--- src/hdl/unused_placeholder_removed.sv ---
`timescale 1ns/1ns

--- src/common/tester_pkg.sv ---
package tester_pkg;
    // registers are word indices; byte address is four times the index
    localparam logic [9:0] IDX_CONTROL = 10'h060;
    localparam logic [9:0] IDX_SEED_LOW = 10'h064;
    localparam logic [9:0] IDX_SEED_HIGH = 10'h066;
    localparam logic [9:0] IDX_ERR_CTRL = 10'h068;
    localparam logic [9:0] IDX_STATUS = 10'h06c;
    localparam logic [9:0] IDX_LATCHED = 10'h06e;
    localparam logic [9:0] IDX_IRQ_EN = 10'h070;
    localparam logic [9:0] IDX_ERRCNT_LOW = 10'h074;
    localparam logic [9:0] IDX_ERRCNT_HIGH = 10'h076;
    localparam logic [9:0] IDX_BITS_LOW = 10'h078;
    localparam logic [9:0] IDX_BITS_HIGH = 10'h07a;
    // error insertion control fields
    localparam int ECTL_SOURCE_SEL = 0;
    localparam int ECTL_TRIGGER = 1;
    localparam int ECTL_SINGLE_EN = 2;
    localparam int ECTL_RATE_LSB = 3;
    localparam int ECTL_RATE_MSB = 5;
    localparam logic [15:0] ECTL_MASK = 16'h003f;
    // control register fields
    localparam int CTL_LOCAL_REQ = 6;
    localparam int CTL_SOURCE_SEL = 7;
    localparam int CTL_PORT_IRQ_EN = 8;
    localparam logic [15:0] CTL_MASK = 16'h01c0;
    // status, latched status and interrupt enable bit positions
    localparam int STS_OUT_OF_SYNC = 0;
    localparam int STS_NONZERO = 1;
    localparam int STS_BIT_ERROR = 2;
    localparam int STS_UPDATE_DONE = 3;
    localparam logic [3:0] PORT_GATED_MASK = 4'h7;
    // reset values
    localparam logic [15:0] RST_CONTROL = 16'h0000;
    localparam logic [15:0] RST_ERR_CTRL = 16'h0000;
    localparam logic [15:0] RST_IRQ_EN = 16'h0000;
    localparam logic [15:0] RST_SEED = 16'h0000;
    localparam int RATE_CNT_W = 24;

    typedef enum logic [1:0] {
        RATE_IDLE = 2'b01,
        RATE_RUN = 2'b10
    } rate_state_e;

    // terminal count for one inverted bit in every 10^n
    function automatic logic [RATE_CNT_W-1:0] decade_limit(input logic [2:0] n);
        case (n)
            3'h1: decade_limit = 24'h000009;
            3'h2: decade_limit = 24'h000063;
            3'h3: decade_limit = 24'h0003e7;
            3'h4: decade_limit = 24'h00270f;
            3'h5: decade_limit = 24'h01869f;
            3'h6: decade_limit = 24'h0f423f;
            3'h7: decade_limit = 24'h98967f;
            default: decade_limit = 24'h000000;
        endcase
    endfunction : decade_limit
endpackage : tester_pkg

--- src/hdl/prbs_tester_error_insert_counters.sv ---
// Added by the designer: the APB register port.
`timescale 1ns/1ns
module prbs_tester_error_insert_counters #(
    parameter int PAT_W = 32,
    parameter int ERR_W = 24,
    parameter int BIT_W = 32
) (
    input wire logic clk_sys_in, // system clock, 100 MHz
    input wire logic rst_in, // synchronous reset, active high
    input wire logic psel_in, // apb select
    input wire logic penable_in, // apb enable
    input wire logic pwrite_in, // apb direction, 1 = write
    input wire logic [11:0] paddr_in, // apb byte address
    input wire logic [31:0] pwdata_in, // apb write data
    output logic [31:0] prdata_out, // apb read data
    output logic pready_out, // apb ready
    output logic pslverr_out, // apb error on unmapped address
    input wire logic tx_bit_en_in, // one transmit bit opportunity
    input wire logic ext_error_insert_in, // external manual error input
    output logic tx_data_out, // transmit bit after insertion
    input wire logic rx_bit_en_in, // one received bit present
    input wire logic rx_data_in, // received bit
    input wire logic rx_out_of_sync_in, // receive generator not in sync
    input wire logic counter_update_request_in, // global or port update request
    output logic status_irq_out // interrupt request, active high
);
    localparam logic [ERR_W-1:0] ERR_MAX = {ERR_W{1'b1}};
    localparam logic [BIT_W-1:0] BIT_MAX = {BIT_W{1'b1}};

    // register file state
    logic [15:0] control, next_control;
    logic [15:0] err_ctrl, next_err_ctrl;
    logic [15:0] irq_en, next_irq_en;
    logic [PAT_W-1:0] seed_pattern_word, next_seed_pattern_word;
    logic [3:0] latched, next_latched;
    logic [31:0] prdata, next_prdata;
    logic pready, next_pready;
    logic pslverr, next_pslverr;
    logic irq, next_irq;

    // transmit state
    tester_pkg::rate_state_e rate_state, next_rate_state;
    logic [2:0] rate_active, next_rate_active;
    logic [tester_pkg::RATE_CNT_W-1:0] rate_cnt, next_rate_cnt;
    logic trig_prev, next_trig_prev;
    logic single_pending, next_single_pending;
    logic [PAT_W-1:0] tx_pat, next_tx_pat;
    logic tx_data, next_tx_data;

    // receive state
    logic [PAT_W-1:0] rx_ref, next_rx_ref;
    logic [ERR_W-1:0] err_cnt, next_err_cnt;
    logic [BIT_W-1:0] bit_cnt, next_bit_cnt;
    logic [ERR_W-1:0] err_snap, next_err_snap;
    logic [BIT_W-1:0] bit_snap, next_bit_snap;
    logic upd_prev, next_upd_prev;
    logic update_done, next_update_done;
    logic nonzero, next_nonzero;
    logic pattern_out_of_sync, next_oos;

    // bus decode
    logic [9:0] idx;
    logic setup_phase;
    logic wr_access;
    logic mapped;
    logic wr_err_ctrl;
    logic wr_seed;

    assign idx = paddr_in[11:2];
    assign setup_phase = psel_in && !penable_in;
    // pready is only ever high in the access phase, so this is the completing edge
    assign wr_access = psel_in && penable_in && pready && pwrite_in;

    always_comb begin
        mapped = 1'b1;
        if (paddr_in[1:0] != 2'b00) begin
            mapped = 1'b0;
        end else if (idx == tester_pkg::IDX_CONTROL) begin
            mapped = 1'b1;
        end else if (idx == tester_pkg::IDX_SEED_LOW) begin
            mapped = 1'b1;
        end else if (idx == tester_pkg::IDX_SEED_HIGH) begin
            mapped = 1'b1;
        end else if (idx == tester_pkg::IDX_ERR_CTRL) begin
            mapped = 1'b1;
        end else if (idx == tester_pkg::IDX_STATUS) begin
            mapped = 1'b1;
        end else if (idx == tester_pkg::IDX_LATCHED) begin
            mapped = 1'b1;
        end else if (idx == tester_pkg::IDX_IRQ_EN) begin
            mapped = 1'b1;
        end else if (idx == tester_pkg::IDX_ERRCNT_LOW) begin
            mapped = 1'b1;
        end else if (idx == tester_pkg::IDX_ERRCNT_HIGH) begin
            mapped = 1'b1;
        end else if (idx == tester_pkg::IDX_BITS_LOW) begin
            mapped = 1'b1;
        end else if (idx == tester_pkg::IDX_BITS_HIGH) begin
            mapped = 1'b1;
        end else begin
            mapped = 1'b0;
        end
    end

    assign wr_err_ctrl = wr_access && mapped && (idx == tester_pkg::IDX_ERR_CTRL);
    assign wr_seed = wr_access && mapped &&
        ((idx == tester_pkg::IDX_SEED_LOW) || (idx == tester_pkg::IDX_SEED_HIGH));

    // receive-side events
    logic bit_error;
    logic bit_count_en;
    logic upd_req;
    logic upd_rise;

    assign bit_count_en = rx_bit_en_in && !rx_out_of_sync_in;
    assign bit_error = bit_count_en && (rx_data_in != rx_ref[PAT_W-1]);
    assign upd_req = control[tester_pkg::CTL_SOURCE_SEL] ?
        counter_update_request_in : control[tester_pkg::CTL_LOCAL_REQ];
    assign upd_rise = upd_req && !upd_prev;

    always_comb begin
        next_rx_ref = rx_ref;
        next_err_cnt = err_cnt;
        next_bit_cnt = bit_cnt;
        next_err_snap = err_snap;
        next_bit_snap = bit_snap;
        next_upd_prev = upd_req;
        // while out of sync the reference waits at the seed so the first bit meets its MSB
        if (rx_out_of_sync_in) begin
            next_rx_ref = seed_pattern_word;
        end else if (rx_bit_en_in) begin
            next_rx_ref = {rx_ref[PAT_W-2:0], rx_ref[PAT_W-1]};
        end
        if (bit_error && (err_cnt != ERR_MAX)) begin
            next_err_cnt = err_cnt + 1'b1;
        end
        if (bit_count_en && (bit_cnt != BIT_MAX)) begin
            next_bit_cnt = bit_cnt + 1'b1;
        end
        if (upd_rise) begin
            // snapshot and restart; a bit arriving in this cycle starts the new interval
            next_err_snap = err_cnt;
            next_bit_snap = bit_cnt;
            next_err_cnt = bit_error ? {{(ERR_W-1){1'b0}}, 1'b1} : '0;
            next_bit_cnt = bit_count_en ? {{(BIT_W-1){1'b0}}, 1'b1} : '0;
        end
        // done sets on the same edge as the snapshot, drops as soon as the request falls
        next_update_done = upd_req && (update_done || upd_rise);
        next_nonzero = (next_err_cnt != '0);
        next_oos = rx_out_of_sync_in;
    end

    always_ff @(posedge clk_sys_in) begin
        if (rst_in) begin
            rx_ref <= '0;
            err_cnt <= '0;
            bit_cnt <= '0;
            err_snap <= '0;
            bit_snap <= '0;
            upd_prev <= 1'b0;
            update_done <= 1'b0;
            nonzero <= 1'b0;
            pattern_out_of_sync <= 1'b0;
        end else begin
            rx_ref <= next_rx_ref;
            err_cnt <= next_err_cnt;
            bit_cnt <= next_bit_cnt;
            err_snap <= next_err_snap;
            bit_snap <= next_bit_snap;
            upd_prev <= next_upd_prev;
            update_done <= next_update_done;
            nonzero <= next_nonzero;
            pattern_out_of_sync <= next_oos;
        end
    end

    // transmit error insertion
    logic [2:0] ctl_rate;
    logic trig_sel;
    logic trig_rise;
    logic single_en;
    logic rate_hit;
    logic single_hit;

    assign ctl_rate = err_ctrl[tester_pkg::ECTL_RATE_MSB:tester_pkg::ECTL_RATE_LSB];
    assign single_en = err_ctrl[tester_pkg::ECTL_SINGLE_EN];
    // a source switch from a low trigger to a high one shows up as a rise here
    assign trig_sel = err_ctrl[tester_pkg::ECTL_SOURCE_SEL] ?
        ext_error_insert_in : err_ctrl[tester_pkg::ECTL_TRIGGER];
    assign trig_rise = trig_sel && !trig_prev;
    assign rate_hit = tx_bit_en_in && (rate_state == tester_pkg::RATE_RUN) &&
        (rate_cnt == tester_pkg::decade_limit(rate_active));
    assign single_hit = tx_bit_en_in && single_pending && single_en;

    always_comb begin
        next_rate_state = rate_state;
        next_rate_active = rate_active;
        next_rate_cnt = rate_cnt;
        next_trig_prev = trig_sel;
        next_tx_pat = tx_pat;
        next_tx_data = tx_data;
        case (rate_state)
            tester_pkg::RATE_IDLE: begin
                if (wr_err_ctrl &&
                    (pwdata_in[tester_pkg::ECTL_RATE_MSB:tester_pkg::ECTL_RATE_LSB] != 3'h0)) begin
                    next_rate_state = tester_pkg::RATE_RUN;
                    next_rate_active =
                        pwdata_in[tester_pkg::ECTL_RATE_MSB:tester_pkg::ECTL_RATE_LSB];
                    next_rate_cnt = '0;
                end
            end
            tester_pkg::RATE_RUN: begin
                if (rate_hit) begin
                    // a rewrite mid-interval is picked up only here
                    next_rate_active = ctl_rate;
                    next_rate_cnt = '0;
                    if (ctl_rate == 3'h0) begin
                        next_rate_state = tester_pkg::RATE_IDLE;
                    end
                end else if (tx_bit_en_in) begin
                    next_rate_cnt = rate_cnt + 1'b1;
                end
            end
            default: begin
                next_rate_state = tester_pkg::RATE_IDLE;
            end
        endcase
        // one pending flag absorbs any number of rises before the next opportunity
        next_single_pending = single_en &&
            ((single_pending && !tx_bit_en_in) || trig_rise);
        if (wr_seed) begin
            // take the word as it stands after this write, not the stale half
            next_tx_pat = next_seed_pattern_word;
        end else if (tx_bit_en_in) begin
            next_tx_pat = {tx_pat[PAT_W-2:0], tx_pat[PAT_W-1]};
            next_tx_data = tx_pat[PAT_W-1] ^ (rate_hit || single_hit);
        end
    end

    always_ff @(posedge clk_sys_in) begin
        if (rst_in) begin
            rate_state <= tester_pkg::RATE_IDLE;
            rate_active <= 3'h0;
            rate_cnt <= '0;
            trig_prev <= 1'b0;
            single_pending <= 1'b0;
            tx_pat <= '0;
            tx_data <= 1'b0;
        end else begin
            rate_state <= next_rate_state;
            rate_active <= next_rate_active;
            rate_cnt <= next_rate_cnt;
            trig_prev <= next_trig_prev;
            single_pending <= next_single_pending;
            tx_pat <= next_tx_pat;
            tx_data <= next_tx_data;
        end
    end

    // register file, latched status and interrupt
    logic [3:0] status_now;
    logic [3:0] latch_set;
    logic [3:0] irq_gate;

    assign status_now = {update_done, 1'b0, nonzero, pattern_out_of_sync};
    assign latch_set = {
        next_update_done && !update_done,
        bit_error,
        next_nonzero && !nonzero,
        next_oos != pattern_out_of_sync
    };
    assign irq_gate = control[tester_pkg::CTL_PORT_IRQ_EN] ? 4'hf :
        ~tester_pkg::PORT_GATED_MASK;

    always_comb begin
        next_control = control;
        next_err_ctrl = err_ctrl;
        next_irq_en = irq_en;
        next_seed_pattern_word = seed_pattern_word;
        next_latched = latched;
        next_prdata = prdata;
        next_pready = setup_phase;
        next_pslverr = setup_phase && !mapped;
        if (wr_access && mapped) begin
            if (idx == tester_pkg::IDX_CONTROL) begin
                next_control = pwdata_in[15:0] & tester_pkg::CTL_MASK;
            end else if (idx == tester_pkg::IDX_SEED_LOW) begin
                next_seed_pattern_word[15:0] = pwdata_in[15:0];
            end else if (idx == tester_pkg::IDX_SEED_HIGH) begin
                next_seed_pattern_word[PAT_W-1:16] = pwdata_in[15:0];
            end else if (idx == tester_pkg::IDX_ERR_CTRL) begin
                next_err_ctrl = pwdata_in[15:0] & tester_pkg::ECTL_MASK;
            end else if (idx == tester_pkg::IDX_LATCHED) begin
                next_latched = latched & ~pwdata_in[3:0];
            end else if (idx == tester_pkg::IDX_IRQ_EN) begin
                next_irq_en = {12'h000, pwdata_in[3:0]};
            end
        end
        // an event in the clearing cycle keeps its bit set
        next_latched = next_latched | latch_set;
        next_irq = |(next_latched & next_irq_en[3:0] & irq_gate);
        if (setup_phase) begin
            next_prdata = 32'h00000000;
            if (idx == tester_pkg::IDX_CONTROL) begin
                next_prdata[15:0] = control;
            end else if (idx == tester_pkg::IDX_SEED_LOW) begin
                next_prdata[15:0] = seed_pattern_word[15:0];
            end else if (idx == tester_pkg::IDX_SEED_HIGH) begin
                next_prdata[15:0] = seed_pattern_word[PAT_W-1:16];
            end else if (idx == tester_pkg::IDX_ERR_CTRL) begin
                next_prdata[15:0] = err_ctrl;
            end else if (idx == tester_pkg::IDX_STATUS) begin
                next_prdata[3:0] = status_now;
            end else if (idx == tester_pkg::IDX_LATCHED) begin
                next_prdata[3:0] = latched;
            end else if (idx == tester_pkg::IDX_IRQ_EN) begin
                next_prdata[15:0] = irq_en;
            end else if (idx == tester_pkg::IDX_ERRCNT_LOW) begin
                next_prdata[15:0] = err_snap[15:0];
            end else if (idx == tester_pkg::IDX_ERRCNT_HIGH) begin
                next_prdata[ERR_W-17:0] = err_snap[ERR_W-1:16];
            end else if (idx == tester_pkg::IDX_BITS_LOW) begin
                next_prdata[15:0] = bit_snap[15:0];
            end else if (idx == tester_pkg::IDX_BITS_HIGH) begin
                next_prdata[BIT_W-17:0] = bit_snap[BIT_W-1:16];
            end
            if (!mapped) begin
                next_prdata = 32'h00000000;
            end
        end
    end

    always_ff @(posedge clk_sys_in) begin
        if (rst_in) begin
            control <= tester_pkg::RST_CONTROL;
            err_ctrl <= tester_pkg::RST_ERR_CTRL;
            irq_en <= tester_pkg::RST_IRQ_EN;
            seed_pattern_word <= {2{tester_pkg::RST_SEED}};
            latched <= 4'h0;
            prdata <= 32'h00000000;
            pready <= 1'b0;
            pslverr <= 1'b0;
            irq <= 1'b0;
        end else begin
            control <= next_control;
            err_ctrl <= next_err_ctrl;
            irq_en <= next_irq_en;
            seed_pattern_word <= next_seed_pattern_word;
            latched <= next_latched;
            prdata <= next_prdata;
            pready <= next_pready;
            pslverr <= next_pslverr;
            irq <= next_irq;
        end
    end

    assign prdata_out = prdata;
    assign pready_out = pready;
    assign pslverr_out = pslverr;
    assign tx_data_out = tx_data;
    assign status_irq_out = irq;
endmodule : prbs_tester_error_insert_counters

--- config.mk ---
export PLATFORM = sky130hd
export DESIGN_NAME = prbs_tester_error_insert_counters
export DESIGN_NICKNAME = d
export VERILOG_FILES = /design/src/hdl/unused_placeholder_removed.sv /design/src/common/tester_pkg.sv /design/src/hdl/prbs_tester_error_insert_counters.sv
export SDC_FILE = /design/constraint.sdc
export NUM_CORES = 1
export LEC_CHECK = 0
export BUFFER_PORTS_ARGS = -buffer_cell sky130_fd_sc_hd__buf_2
export CAP_MARGIN = 0
export CORE_UTILIZATION = 31
export CTS_CLUSTER_DIAMETER = 150
export DETAILED_ROUTE_END_ITERATION = 7
export PLACE_DENSITY = 0.55
export SYNTH_ARGS = -nofsm -noshare
export SYNTH_HDL_FRONTEND = slang
export SYNTH_SLANG_ARGS = --single-unit
--- constraint.sdc ---
create_clock -name clk_sys_in -period 4.8 [get_ports clk_sys_in]
set_clock_uncertainty 0.2 [all_clocks]
set_input_delay 0.24 -clock clk_sys_in [delete_from_list [all_inputs] [get_ports clk_sys_in]]
set_output_delay 0.24 -clock clk_sys_in [all_outputs]
set_load 0.1 [all_outputs]
After elaboration in Yosys (flattened, before gate mapping):

Index checks and enable logic that the tools add are counted.

* add/sub/neg operators: 3
* eq/ne operators: 29
* multiplexer cells: 70
* bitwise gates (word level): 10
* reduce and logical (&&, ||, !) cells: 51

Operators by type and width (number)
* $mux W32: 8
* $mux W16: 12
* $pmux W24 S7: 1
* $mux W24: 5
* $eq A10 B7 Y1 const B: 11
* $mux W4: 15
* $add A24 B1 Y24 const B: 2
* $pmux W24 S2: 1
* $add A32 B1 Y32 const B: 1
* $ne A32 B32 Y1 const B: 1
* $eq A24 B24 Y1: 1
* $logic_and A1 B1 Y1: 24
* $mux W12: 2
* $ne A24 B24 Y1 const B: 1
* $reduce_bool A24 Y1: 1
* $mux W1: 16
* $mux W8: 2
* $and A4 B4 Y4: 3
* $eq A3 B3 Y1 const B: 4
* $reduce_bool A2 Y1: 5
* $mux W3: 3
* $reduce_and A3 Y1: 3
* $logic_not A1 Y1: 8
* $eq A3 B2 Y1 const B: 2
* 20 further kinds: 31

* register bits after elaboration: 296

Depth between registers and ports, before layout:

* depth in word-level cells: 19
* mapped depth: 13
* depth with buffers taken out: 10

Least setup slack after synthesis:

No wires, ideal clock.

* kind: flip-flop to flip-flop
* start: reg pready (netlist: pready_out)
* end: reg tx_pat[10]
* setup time: 130 ps
* arrival time: 2446 ps
* data required time: 4470 ps
* path slack: 2024 ps
* stages on the path, launching flop included: 10
* buffers on the path: 2
* clock period less this slack: 2776 ps
* path through: dfxtp_1 > and4_1 > nand4_2 > or3_1 > clkbuf_1 > buf_2 > nand2_1 > a21oi_1 > nand2_1 > o31ai_1

* longest elaborated chain between the ends: 5
* elaborated cells between the ends (all ways): 7
* classes of those cells: mux: 2; reduce/logical: 5

Ends and longest elaborated chain
* start: declaration: RTL line prbs_tester_error_insert_counters.sv:37 `logic pready, next_pready;`
* start signal: assignment: RTL line prbs_tester_error_insert_counters.sv:351 `pready <= next_pready;`
* $logic_and A1 B1 Y1 (*) (2 in series): RTL line prbs_tester_error_insert_counters.sv:72 `assign wr_access = psel_in && penable_in && pready && pwrite_in;`
* $logic_and A1 B1 Y1 (*): RTL line prbs_tester_error_insert_counters.sv:106, prbs_tester_error_insert_counters.sv:284
* $mux W32 / $logic_and A1 B1 Y1 (equally long branches): RTL line prbs_tester_error_insert_counters.sv:284, prbs_tester_error_insert_counters.sv:106
* $mux W32 / $reduce_bool A2 Y1 (equally long branches)
* end signal: assignment: RTL line prbs_tester_error_insert_counters.sv:255 `tx_pat <= next_tx_pat;`
* end: declaration: RTL line prbs_tester_error_insert_counters.sv:47 `logic [PAT_W-1:0] tx_pat, next_tx_pat;`

Mark *: on every way between the ends. The rest lies on a longest branch, timed or not.
A chain may end at the register's enable or synchronous reset.

Final worst setup path:

* start: reg err_cnt[0]
* end: reg irq (netlist: status_irq_out)

* longest elaborated chain between the ends: 10
* elaborated cells between the ends (all ways): 11
* classes of those cells: add/sub: 1; eq/ne: 1; mux: 2; bitwise: 3; reduce/logical: 4

Ends and longest elaborated chain
* start: declaration: RTL line prbs_tester_error_insert_counters.sv:52 `logic [ERR_W-1:0] err_cnt, next_err_cnt;`
* start signal: assignment: RTL line prbs_tester_error_insert_counters.sv:166 `err_cnt <= next_err_cnt;`
* branches (longest 2 deep; another with $add A24 B1 Y24)
* $mux W24 (*): RTL line prbs_tester_error_insert_counters.sv:134 `if (bit_error && (err_cnt != ERR_MAX)) begin`
* $mux W24 (*): RTL line prbs_tester_error_insert_counters.sv:140 `if (upd_rise) begin`
* $reduce_bool A24 Y1 (*): RTL line prbs_tester_error_insert_counters.sv:149 `next_nonzero = (next_err_cnt != '0);`
* $logic_and A1 B1 Y1 (*): RTL line prbs_tester_error_insert_counters.sv:269 `next_nonzero && !nonzero,`
* $or A4 B4 Y4 (*): RTL line prbs_tester_error_insert_counters.sv:300 `next_latched = next_latched | latch_set;`
* $and A4 B4 Y4 (*) (2 in series): RTL line prbs_tester_error_insert_counters.sv:301 `next_irq = |(next_latched & next_irq_en[3:0] & irq_gate);`
* $reduce_or A4 Y1 (*): RTL line prbs_tester_error_insert_counters.sv:301
* end signal: assignment: RTL line prbs_tester_error_insert_counters.sv:353 `irq <= next_irq;`
* end: declaration: RTL line prbs_tester_error_insert_counters.sv:39 `logic irq, next_irq;`

Mark *: on every way between the ends.

==> metrics <==
IO Count 91; max frequency 290 MHz; dpl ws ~1.4 ns; ranking of synthesized cells by area dfxtp_1, nand2_1, mux2i_1, a21oi_1, nor2_1; Mapped Area 13400 um2; min Tclk post-route about 3.4 ns; R2R Setup Slk 1.35 ns; die height 210 um; DRC viols 0; routed vias/inst slightly above 5; pwr dens 331 nW/um2; routed vias around 11000; number of synthesized flops with an enable pin 0; sequential cell area about 5600 um2; VDD IR max 0.297 mV; unrepaired setup endpoints after global routing no; pin count of the biggest net entering global routing 92; fraction of the yosys area taken by sequential cells 42.0%; most frequent cell after synthesis dfxtp_1; Static Leak 5.38 nW; Total Routing Usage GR 16.6%; Yosys top cell area share 42.0%; worst-case reg-to-reg path depth 10; gpl congestion 0.843; placed insts about 2100; Hold Violations, Final 0; Area Growth Syn to Fin 13.8%; Final Max Tran Viols 0; Port Buffers between 50 and 60; worst min-delay path endpoint prdata_out[13]; Final #Nets about 1700; max-slew headroom at the worst pin between 30% and 40%; largest area contributor in the netlist dfxtp_1; Core Area about 42000 um2; WS Path Type register to register; Worst-path clk slew around 0.060 ns; drt initial violations about 900; worst skew pair latency ~0.56 ns; Critical R2R Launch err_cnt[0]; Placed Area around 14000 um2; Total Wirelength between 30 and 40 mm; Filler Cell Count about 4400; DR pass1 iterations 5; crit path max fanout 11; fraction of registers with async set/reset 0%; Seq cells post-synth 280; worst setup margin about 1.4 ns; Final Util a little over a third; CP Capture Type register; CP arrival approximately 3.7 ns; Non-Filler Instances 2203; Initial Util between 30% and 40%; startpoint types register; worst hold-check path type primary input to register; post-CTS sizing 0; Die X 210 um; Syn Area/Cell 8.23 um2; Final ANT Viol Nets 0; worst-margin pin slew roughly 0.97 ns; initial antenna violation count 1; Syn Inst Count roughly 1600; Final TNS setup 0 ns; area of the multi-input gates around 7000 um2; max cap viols 0; first-pass GRT wire length approximately 60 mm; wire per inst ~17 um; layout cells sized above 1 between 10 and 15%; H-Tree Depth 1; setup bufs post-CTS 0; design area around 15000 um2; Synth top cells by count dfxtp_1, nand2_1, nor2_1; YS warnings 0; die area approximately 44000 um2; Std-Cell Rows 75; grt ovf 0; Max Buffers Root-to-Sink 3; ANT cells 0; Inserted Clock Buffers 31; min-delay src penable_in; Reg-to-Reg End status_irq_out; period utilization just over 70%; status completed; Sink Count 280; WHS Path Cells 4; Primary FF master, synth dfxtp_1; Detailed Place HPWL approximately 26 mm; Yosys cell types 79; Crit path required time approximately 5.0 ns; vias in the first global route roughly 11000; Setup Viol. Count Final 0; CTS tree yes; clk root buf clkbuf_16
-- state kept, by name, summed over array words and instances, names as in the netlist, 2 cells and up --
| register | cells |
|---|---|
| rate_active | 3 |
| prdata_out | 16 |
| tx_pat | 32 |
| err_cnt | 24 |
| irq_en | 4 |
| bit_snap | 32 |
| seed_pattern_word | 32 |
| err_snap | 24 |
| rate_state | 2 |
| latched | 4 |
| rx_ref | 32 |
| control | 3 |
| bit_cnt | 32 |
| err_ctrl | 6 |
| rate_cnt | 24 |
-- layer usage --
layer	track usage [%]	part of all wire, %	vias up
met4	4.35	2.5	0
met3	2.93	5.0	60
met2	26.4	45	225
met5	0	0	-
li1	-	-	5669
met1	23.2	48	5395
-- what timing repair did --
item / CTS / global route
hold endpoints to repair: 115 / 0
setup endpoints to repair: 0 / 0
hold buffers: 26 / 0
-- cell usage in the layout (no fill, tap or decap), types with 5 or more instances in the layout --
master,synthesis,layout
dfxtp_1,280,280
nand2_1,270,270
nor2_1,208,206
a21oi_1,176,176
mux2i_1,95,95
buf_2,15,57
xor2_1,39,39
o31ai_1,36,36
xnor2_1,36,36
nand3_1,35,35
nand4_1,35,35
clkbuf_16,0,31
nor3_1,30,29
dlygate4sd3_1,0,26
nor2b_1,18,18
and3_1,18,18
o21ai_0,18,18
mux2_2,17,17
buf_4,23,17
conb_1,1,16
and4_1,14,14
a221oi_1,13,13
inv_1,11,11
a211oi_1,11,11
or3_1,11,11
a222oi_1,11,11
clkbuf_8,1,10
and2_1,8,8
nand2b_1,8,7
nor4_1,7,7
nor3_2,5,6
clkbuf_1,71,6
clkinv_2,0,6
or2_2,5,5
-- report_power, final --
part / internal [mW] / switching (mW)
Clock: 1.49 / 0.962
Sequential: 2.33 / 0.00384
Combinational: 0.0592 / 0.182
Total: 3.88 / 1.15
-- logic make-up after synthesis --
group / Yosys count / synth area share, %
and+or+nand+nor: 699 / 24.3
AOI/OAI and AO/OA: 310 / 14.7
DFF: 280 / 42.0
buffers and inverters: 144 / 5.28
muxes: 112 / 8.55
xor gates and xnor gates: 75 / 4.92
adders and majority gates: 3 / 0.281
other: 1 / 0.0281
-- layout make-up --
type                    instances  area share, %
clock inverters                10          0.848
multi-input cells            1215           46.9
repair buffers                101           4.50
flip-flops and latches        280           36.9
inverters                      11          0.272
clock buffers                  47           6.16
well taps                     539           4.44
-- through the flow --
| step | hold WS (ns) | power, mW |
|---|---|---|
| 6_report | 0.0401 | 5.03 |
| 5_1_grt | 0.0749 | 5.19 |
| 4_1_cts | 0.0302 | 5.09 |
| 3_5_place_dp | 0.247 | 2.61 |
| 3_3_place_gp | 0.242 | 2.61 |
| 2_1_floorplan | 0.176 | 2.56 |
-- critical path: stages, from the launching register on --
cell	delay (ns)
dfxtp_1	0.44
ha_1	0.30
and4_1	0.37
nand4_1	0.40
o41ai_1	0.56
nand4_1	0.21
nor4_2	0.18
nand4_1	0.15
nor2_1	0.20
o31a_1	0.20
o311ai_2	0.12
-- how the worst max path moves through the flow --
| stage | start | endpoint | slack (ns) |
|---|---|---|---|
| floorplan | pready_out | tx_pat[10] | 2.02 |
| global placement | paddr_in[4] | tx_pat[4] | 1.47 |
| detailed placement | err_cnt[0] | status_irq_out | 1.41 |
| CTS | err_cnt[0] | status_irq_out | 1.39 |
| global route | err_cnt[0] | status_irq_out | 1.04 |
| finish | err_cnt[0] | status_irq_out | 1.35 |
Note: power is estimated with default switching activity, not from simulation.
